$ cat config.mk
export PLATFORM = sky130hd
export DESIGN_NAME = aiobi_top
export DESIGN_NICKNAME = d
export VERILOG_FILES = /design/src/inc/aiobi_pkg.sv /design/src/core/aiobi_top.sv
export SDC_FILE = /design/constraint.sdc
export NUM_CORES = 1
export LEC_CHECK = 0
export BUFFER_PORTS_ARGS = -buffer_cell sky130_fd_sc_hd__buf_2
export CORE_MARGIN = 4
export CORE_UTILIZATION = 54
export DETAILED_ROUTE_END_ITERATION = 8
export GPL_TIMING_DRIVEN = 0
export PLACE_DENSITY = 0.79
export REMOVE_ABC_BUFFERS = 1
export SLEW_MARGIN = 20
export SYNTH_ARGS = -nofsm -noshare
export SYNTH_HDL_FRONTEND = slang
export SYNTH_SLANG_ARGS = --single-unit
$ cat constraint.sdc
create_clock -name i_core_clk -period 1.8 [get_ports i_core_clk]
set_input_delay 0.09 -clock i_core_clk [delete_from_list [all_inputs] [get_ports i_core_clk]]
set_output_delay 0.09 -clock i_core_clk [all_outputs]
set_load 0.02 [all_outputs]
$ cat src/inc/aiobi_pkg.sv
package aiobi_pkg;

    // ------------------------------------------------------------------
    // Widths, codes and reset values
    // ------------------------------------------------------------------
    localparam int unsigned DATA_W = 8;
    localparam int unsigned MSB_POS = 7;
    localparam int unsigned LSB_POS = 0;
    localparam logic [7:0] DAC_RST = 8'h00;
    localparam logic [7:0] RESULT_RST = 8'h00;
    localparam logic [7:0] SAR_FIRST = 8'h80;
    localparam logic [7:0] SAR_LAST = 8'h01;
    localparam logic [7:0] FMT_FLIP = 8'h80;

    // ------------------------------------------------------------------
    // Conversion sequencer states
    // ------------------------------------------------------------------
    typedef enum logic [1:0] {
        ST_IDLE = 2'b00,
        ST_HOLD = 2'b01,
        ST_CONV = 2'b10
    } aiobi_state_t;

    // ------------------------------------------------------------------
    // Pin inputs that pass the synchroniser together
    // ------------------------------------------------------------------
    typedef struct packed {
        logic cs_n;
        logic rd_n;
        logic wr_n;
        logic start_convert_n;
        logic dac_sel;
        logic range_sel;
        logic neg_supply;
        logic cmp_high;
        logic conv_clk;
        logic rd_start_mode;
    } aiobi_pins_t;

    localparam aiobi_pins_t PINS_IDLE = 10'h3c0;

endpackage
$ cat src/core/aiobi_top.sv
`timescale 1ns/10ps
module aiobi_top
(
    // Clock and resets
    input wire logic i_core_clk,
    input wire logic i_nrst,
    input wire logic i_reset_n,
    // Bus control pins
    input wire logic i_cs_n,
    input wire logic i_rd_n,
    input wire logic i_wr_n,
    input wire logic i_start_convert_n,
    input wire logic i_dac_sel,
    input wire logic i_rd_start_mode,
    // Data port
    input wire logic [7:0] i_port_data,
    output logic [7:0] o_port_data,
    output logic o_port_oe,
    // Status pins
    output logic o_busy_n,
    output logic o_done_n,
    // Range and format configuration
    input wire logic i_range_sel,
    input wire logic i_neg_supply,
    output logic o_range_sel,
    output logic o_bipolar,
    // Analog side of the converters
    input wire logic i_cmp_high,
    input wire logic i_conv_clk,
    output logic o_hold,
    output logic [7:0] o_sar_trial,
    output logic [7:0] o_first_dac_holding_reg,
    output logic [7:0] o_second_dac_holding_reg
);

    // ------------------------------------------------------------------
    // Pin synchroniser and edge detection
    // ------------------------------------------------------------------
    aiobi_pkg::aiobi_pins_t pins_raw;
    aiobi_pkg::aiobi_pins_t sync1_q;
    aiobi_pkg::aiobi_pins_t sync2_q;
    aiobi_pkg::aiobi_pins_t prev_q;
    logic [7:0] data_sync1_q;
    logic [7:0] data_sync2_q;

    assign pins_raw = '{cs_n: i_cs_n, rd_n: i_rd_n, wr_n: i_wr_n,
                        start_convert_n: i_start_convert_n, dac_sel: i_dac_sel,
                        range_sel: i_range_sel, neg_supply: i_neg_supply,
                        cmp_high: i_cmp_high, conv_clk: i_conv_clk,
                        rd_start_mode: i_rd_start_mode};

    // Edges are taken only from the second and third stages, so a metastable first stage never reaches logic.
    always_ff @(posedge i_core_clk)
    begin
        if (!i_nrst)
        begin
            sync1_q <= aiobi_pkg::PINS_IDLE;
            sync2_q <= aiobi_pkg::PINS_IDLE;
            prev_q <= aiobi_pkg::PINS_IDLE;
            data_sync1_q <= 8'h00;
            data_sync2_q <= 8'h00;
        end
        else
        begin
            sync1_q <= pins_raw;
            sync2_q <= sync1_q;
            prev_q <= sync2_q;
            data_sync1_q <= i_port_data;
            data_sync2_q <= data_sync1_q;
        end
    end

    logic selected;
    logic st_fall;
    logic rd_fall;
    logic rd_rise;
    logic cs_rise;
    logic wr_rise;
    logic conv_tick;
    logic start_evt;

    assign selected = !sync2_q.cs_n;
    assign st_fall = prev_q.start_convert_n && !sync2_q.start_convert_n;
    assign rd_fall = prev_q.rd_n && !sync2_q.rd_n;
    assign rd_rise = !prev_q.rd_n && sync2_q.rd_n;
    assign cs_rise = !prev_q.cs_n && sync2_q.cs_n;
    assign wr_rise = !prev_q.wr_n && sync2_q.wr_n;
    assign conv_tick = !prev_q.conv_clk && sync2_q.conv_clk;
    assign start_evt = st_fall || (rd_fall && selected && sync2_q.rd_start_mode);

    // ------------------------------------------------------------------
    // Range and data format
    // ------------------------------------------------------------------
    // shared range
    assign o_range_sel = sync2_q.range_sel;
    assign o_bipolar = sync2_q.neg_supply;

    // ------------------------------------------------------------------
    // Conversion sequencer
    // ------------------------------------------------------------------
    aiobi_pkg::aiobi_state_t state_q;
    logic [7:0] trial_q;
    logic [7:0] mask_q;
    logic [7:0] result_q;
    logic [7:0] trial_d;
    logic conv_end;

    always_ff @(posedge i_core_clk or negedge i_reset_n)
    begin
        if (!i_reset_n)
        begin
            state_q <= aiobi_pkg::ST_IDLE;
        end
        else if (!i_nrst)
        begin
            state_q <= aiobi_pkg::ST_IDLE;
        end
        else
        begin
            unique case (state_q)
                aiobi_pkg::ST_IDLE:
                begin
                    if (start_evt)
                    begin
                        state_q <= aiobi_pkg::ST_HOLD;
                    end
                end
                aiobi_pkg::ST_HOLD:
                begin
                    state_q <= aiobi_pkg::ST_CONV;
                end
                aiobi_pkg::ST_CONV:
                begin
                    if (conv_end)
                    begin
                        state_q <= aiobi_pkg::ST_IDLE;
                    end
                end
                default:
                begin
                    state_q <= aiobi_pkg::ST_IDLE;
                end
            endcase
        end
    end

    // The comparator is trusted only on conversion clock edges; it settles between them.
    assign conv_end = (state_q == aiobi_pkg::ST_CONV) && conv_tick && (mask_q == aiobi_pkg::SAR_LAST);
    assign trial_d = (sync2_q.cmp_high ? trial_q : (trial_q & ~mask_q)) | (mask_q >> 1);

    always_ff @(posedge i_core_clk)
    begin
        if (!i_nrst)
        begin
            trial_q <= aiobi_pkg::SAR_FIRST;
            mask_q <= aiobi_pkg::SAR_FIRST;
        end
        // The first trial code stands while idle, so the synchronised comparator has settled on it before the first tick.
        else if (state_q != aiobi_pkg::ST_CONV)
        begin
            trial_q <= aiobi_pkg::SAR_FIRST;
            mask_q <= aiobi_pkg::SAR_FIRST;
        end
        else if ((state_q == aiobi_pkg::ST_CONV) && conv_tick)
        begin
            trial_q <= trial_d;
            mask_q <= mask_q >> 1;
        end
    end

    always_ff @(posedge i_core_clk)
    begin
        if (!i_nrst)
        begin
            result_q <= aiobi_pkg::RESULT_RST;
        end
        else if (conv_end)
        begin
            result_q <= trial_d;
        end
    end

    assign o_busy_n = !(state_q == aiobi_pkg::ST_CONV);
    assign o_hold = (state_q != aiobi_pkg::ST_IDLE);
    assign o_sar_trial = trial_q;

    // ------------------------------------------------------------------
    // Conversion done flag
    // ------------------------------------------------------------------
    logic done_n_q;

    always_ff @(posedge i_core_clk or negedge i_reset_n)
    begin
        if (!i_reset_n)
        begin
            done_n_q <= 1'b1;
        end
        else if (!i_nrst)
        begin
            done_n_q <= 1'b1;
        end
        else if (conv_end)
        begin
            done_n_q <= 1'b0;
        end
        else if (cs_rise || rd_rise)
        begin
            done_n_q <= 1'b1;
        end
    end

    assign o_done_n = done_n_q;

    // ------------------------------------------------------------------
    // Read path
    // ------------------------------------------------------------------
    logic [7:0] port_q;

    always_ff @(posedge i_core_clk)
    begin
        if (!i_nrst)
        begin
            port_q <= aiobi_pkg::RESULT_RST;
        end
        else
        begin
            port_q <= sync2_q.neg_supply ? (result_q ^ aiobi_pkg::FMT_FLIP) : result_q;
        end
    end

    assign o_port_oe = selected && !sync2_q.rd_n;
    assign o_port_data = port_q;

    // ------------------------------------------------------------------
    // DAC holding registers
    // ------------------------------------------------------------------
    logic [7:0] dac_code;
    logic [7:0] first_q;
    logic [7:0] second_q;

    // Held as offset binary so that the cleared code is zero volts or negative full scale.
    assign dac_code = sync2_q.neg_supply ? (data_sync2_q ^ aiobi_pkg::FMT_FLIP) : data_sync2_q;

    always_ff @(posedge i_core_clk or negedge i_reset_n)
    begin
        if (!i_reset_n)
        begin
            first_q <= aiobi_pkg::DAC_RST;
            second_q <= aiobi_pkg::DAC_RST;
        end
        else if (!i_nrst)
        begin
            first_q <= aiobi_pkg::DAC_RST;
            second_q <= aiobi_pkg::DAC_RST;
        end
        else if (wr_rise && selected)
        begin
            if (sync2_q.dac_sel)
            begin
                second_q <= dac_code;
            end
            else
            begin
                first_q <= dac_code;
            end
        end
    end

    assign o_first_dac_holding_reg = first_q;
    assign o_second_dac_holding_reg = second_q;

    // ------------------------------------------------------------------
    // Assertions
    // ------------------------------------------------------------------
    busy_in_conv_a: assert property (@(posedge i_core_clk) disable iff (!i_nrst || !i_reset_n)
        !o_busy_n == (state_q == aiobi_pkg::ST_CONV)) else $error("busy does not match conversion");

    start_busy_a: assert property (@(posedge i_core_clk) disable iff (!i_nrst || !i_reset_n)
        (st_fall && state_q == aiobi_pkg::ST_IDLE) |-> ##2 !o_busy_n) else $error("start did not lower busy");

    hold_first_a: assert property (@(posedge i_core_clk) disable iff (!i_nrst || !i_reset_n)
        $fell(o_busy_n) |-> $past(o_hold) && o_hold) else $error("busy fell before hold");

    rd_start_a: assert property (@(posedge i_core_clk) disable iff (!i_nrst || !i_reset_n)
        (rd_fall && selected && sync2_q.rd_start_mode && state_q == aiobi_pkg::ST_IDLE)
        |=> state_q == aiobi_pkg::ST_HOLD) else $error("read did not start conversion");

    done_set_a: assert property (@(posedge i_core_clk) disable iff (!i_nrst || !i_reset_n)
        conv_end |=> !o_done_n && o_busy_n) else $error("done not set at end");

    done_clear_a: assert property (@(posedge i_core_clk) disable iff (!i_nrst || !i_reset_n)
        ((cs_rise || rd_rise) && !conv_end) |=> o_done_n) else $error("done not cleared by strobe");

    reset_clear_a: assert property (@(posedge i_core_clk)
        !i_reset_n |-> (o_done_n && first_q == 8'h00 && second_q == 8'h00)) else $error("reset did not clear");

    first_load_a: assert property (@(posedge i_core_clk) disable iff (!i_nrst || !i_reset_n)
        (wr_rise && selected && !sync2_q.dac_sel) |=> first_q == $past(dac_code) && $stable(second_q))
        else $error("first register load wrong");

    second_load_a: assert property (@(posedge i_core_clk) disable iff (!i_nrst || !i_reset_n)
        (wr_rise && selected && sync2_q.dac_sel) |=> second_q == $past(dac_code) && $stable(first_q))
        else $error("second register load wrong");

    no_select_a: assert property (@(posedge i_core_clk) disable iff (!i_nrst || !i_reset_n)
        !selected |=> $stable(first_q) && $stable(second_q)) else $error("write taken without select");

    port_release_a: assert property (@(posedge i_core_clk) disable iff (!i_nrst || !i_reset_n)
        o_port_oe |-> !sync2_q.cs_n && !sync2_q.rd_n) else $error("port driven without read");

    read_format_a: assert property (@(posedge i_core_clk) disable iff (!i_nrst || !i_reset_n)
        ##1 o_port_data == ($past(sync2_q.neg_supply) ? ($past(result_q) ^ 8'h80) : $past(result_q)))
        else $error("read data format wrong");

    conv_done_c: cover property (@(posedge i_core_clk) disable iff (!i_nrst) $fell(o_done_n));
    dual_write_c: cover property (@(posedge i_core_clk) disable iff (!i_nrst)
        (wr_rise && selected && !sync2_q.dac_sel) ##[1:200] (wr_rise && selected && sync2_q.dac_sel));
    rd_start_c: cover property (@(posedge i_core_clk) disable iff (!i_nrst)
        (rd_fall && selected && sync2_q.rd_start_mode && state_q == aiobi_pkg::ST_IDLE));

endmodule // aiobi_top

==> flow_summary.toml <==
[grt]
grt-ovfl-total = 0
grt_usage_pct = 17.54
grt_first_pass_wirelength_microns = 9922
grt_pass1_vias = 2160
grt_antenna_before_repair = 0
grt_max_degree = 56

[timing]
rsz0062_at_grt = "no"
drv_slew = 0
setup_slack_ns = 0.1709
setup_viol = 0
skew_ns = 0.007529
timing.final.crit_period_ns = 1.629
worst_slew_pin_slew_ns = 0.8059
hold_viol_final = 0
fin_crit_sh_pct = 90.51
slew_headroom_pct = 46.27
max_freq_ghz = 0.6138

[routing]
vias = 2166
wl_microns = 5618
ant_nets = 0
drt_pre_antenna_iters = 4
drcViolationCount = 0
wl_per_cell_microns = 12.91
routed_via_density = 4.979
drt_iter0_markers = 123

[floorplanning]
fp.coreArea_sq_um = 5540
io-pin-count = 59
initial_utilization_pct = 56.28
dieArea_sq_um = 7053
die_x_microns = 83.99
chipHeight_microns = 83.99
rows = 27

[clock_tree]
cts.root.buffer_cell = "clkbuf_8"
insertion_delay_ns = 0.35
cts-buffers-inserted = 9
clockBufferDepth = 2
htree_num_levels = 3
clock-sinks = 92
cts_tree = "yes"
clkTransAtPathRegs_ns = 0.08

[cells_and_area]
largest_reg_flops = 10
utilization_pct = 69.31
insertedDiodeCount = 0
top_register = "sync1_q"
syn_to_final_growth_pct = 23.15
nets = 379
layout-drive-gt1-share_pct = 23.69

[status]
status = "completed"

[critical_path]
crit_chain = "nor4_4 -> and4_2 -> mux2i_1"
endpoint_kind = "flop"
worst-path-buf-inv = 0
reg2reg_depth = 3
max_stage_delay_ns = 0.54
cpLargestDelayFamily = "simple AND/OR/NAND/NOR gates"
path_max_fanout = 9
start_kind = "flop"
cp_num_cells = 3
criticalPathCategory = "reg2reg"
reg2reg_slack_ns = 0.17
reg2reg_from = "mask_q[1]$_SDFFE_PP0P_"
crit_end = "result_q[7]$_SDFFE_PN0P_"
worstPathRequired_ns = 2.08
cp.arrival_ns = 1.91
rr_endpoint = "result_q[7]$_SDFFE_PN0P_"
cp_slowest_cell = "nor4_4"
crit_path_start = "mask_q[1]$_SDFFE_PP0P_"

[logic_synthesis]
ys_seq_elements = 92
seq_area_frac_synth_pct = 62.16
synth_area_leaders = "dfxtp_1 (47%), dfrtp_1 (14%), and2_1 (7.2%)"
ys.flop_type = "dfxtp_1"
ys_types = 33
avgSynthCellArea_sq_um = 10.94
ys.warnings.count = 0
synth.top_cell.area_share_pct = 46.87
yosysMostFrequentCell = "dfxtp_1"
synthCells = 285
synth-edff-count = 0
synthTopCellsByCount = "dfxtp_1 (73), and2_1 (36), nor2_1 (25), nand2b_1 (20), dfrtp_1 (18)"
yosysTopAreaCell = "dfxtp_1"
async_reset_ff_share_pct = 20.65
synth_area_sq_um = 3118

[placed_design]
gp_congestion = 0.7816
portBuffers = 58
dp_slack_ns = -0.1487
hpwl_microns = 3597

[power]
power_density_nw_per_um2 = 888.5
p_total_mw = 3.412
ir_drop_mv = 0.5795
leakage_nw = 1.630

[run]
max-cap-violations = 0

[hold_path]
hp-class = "in2async"
## how the worst min path moves through the flow
| stage | end | depth (start not counted) | startpoint | slack [ns] |
|---|---|---|---|---|
| 6_report | o_second_dac_holding_reg[7]$_DFFE_PN0P_ | 2 | i_reset_n | 0.21 |
| 5_1_grt | o_first_dac_holding_reg[4]$_DFFE_PN0P_ | 2 | i_reset_n | 0.25 |
| 4_1_cts | o_second_dac_holding_reg[1]$_DFFE_PN0P_ | 2 | i_reset_n | 0.21 |
| 3_5_place_dp | o_second_dac_holding_reg[1]$_DFFE_PN0P_ | 1 | i_reset_n | 0.06 |
| 3_3_place_gp | o_second_dac_holding_reg[1]$_DFFE_PN0P_ | 1 | i_reset_n | 0.05 |
| 2_1_floorplan | o_first_dac_holding_reg[0]$_DFFE_PN0P_ | 0 | i_reset_n | -0.21 |
## metrics by stage
step | cells | TNS, ns | instance area (sq um) | hold WS [ns]
finish | 435 | 0 | 3840 | 0.2101
global route | 435 | 0 | 3840 | 0.2528
CTS | 435 | 0 | 3822 | 0.2135
detailed placement | 400 | -1.752 | 3470 | 0.05701
global placement | 398 | -24.12 | 3426 | 0.04730
floorplan | 268 | -6.420 | 3045 | -0.2056
## repair_timing
action,in CTS,in global routing
endpoints found under the setup margin,25,20
setup buffers,0,0
hold buffers,19,0
resized for setup,1,4
gates cloned,0,0
endpoints found under the hold margin,37,0
## area by class of cell
cell class                 instances  area [sq um]
inverter                           5         18.77
fill                             417          1700
multi-input combinational        171          1132
timing repair buffer              79         500.5
clock inverter                     5         28.78
clock buffer                      11         131.4
tap                               72         90.09
sequential                        92          1938
## where the power goes
| part | total (mW) | switching, mW | internal (mW) |
|---|---|---|---|
| sequential | 2.10 | 0.0194 | 2.08 |
| clock | 1.15 | 0.651 | 0.496 |
| combinational | 0.163 | 0.0798 | 0.0830 |
| total | 3.41 | 0.750 | 2.66 |
## cell usage in the layout, fill, tap and decap left out, types with 2 or more instances in the layout
master         instances
dfxtp_1               73
buf_2                 59
and2_1                36
nor2_1                25
nand2b_1              20
dlygate4sd3_1         19
dfrtp_1               18
a211oi_1              16
nand2_1               16
mux2i_1               15
a21oi_1               14
clkbuf_8               9
a41oi_1                7
clkinv_2               4
inv_1                  3
o21ai_1                3
inv_2                  2
nor4b_4                2
nand3_1                2
xnor2_1                2
clkbuf_1               2
## cell families (layout without fill, tap and decap cells)
group           count (synthesis)  after routing  share of synthesized area, %
buf+inv                        22            100                         2.929
flops                          92             92                         62.16
xor+xnor                        2              2                        0.5619
mux                            15             15                         4.815
simple gates                  111            111                         20.19
compound gates                 43             43                         9.350
## metal layers
layer  global-route usage (%)  share of wire (%)  vias to the layer above
met5                        0                  0                        -
met1                    23.00                 46                      994
met2                    26.10                 46                       52
met3                    4.541                5.3                       17
li1                         -                  -                     1103
met4                    10.23                3.1                        0
(Power assumes the default switching activity.)
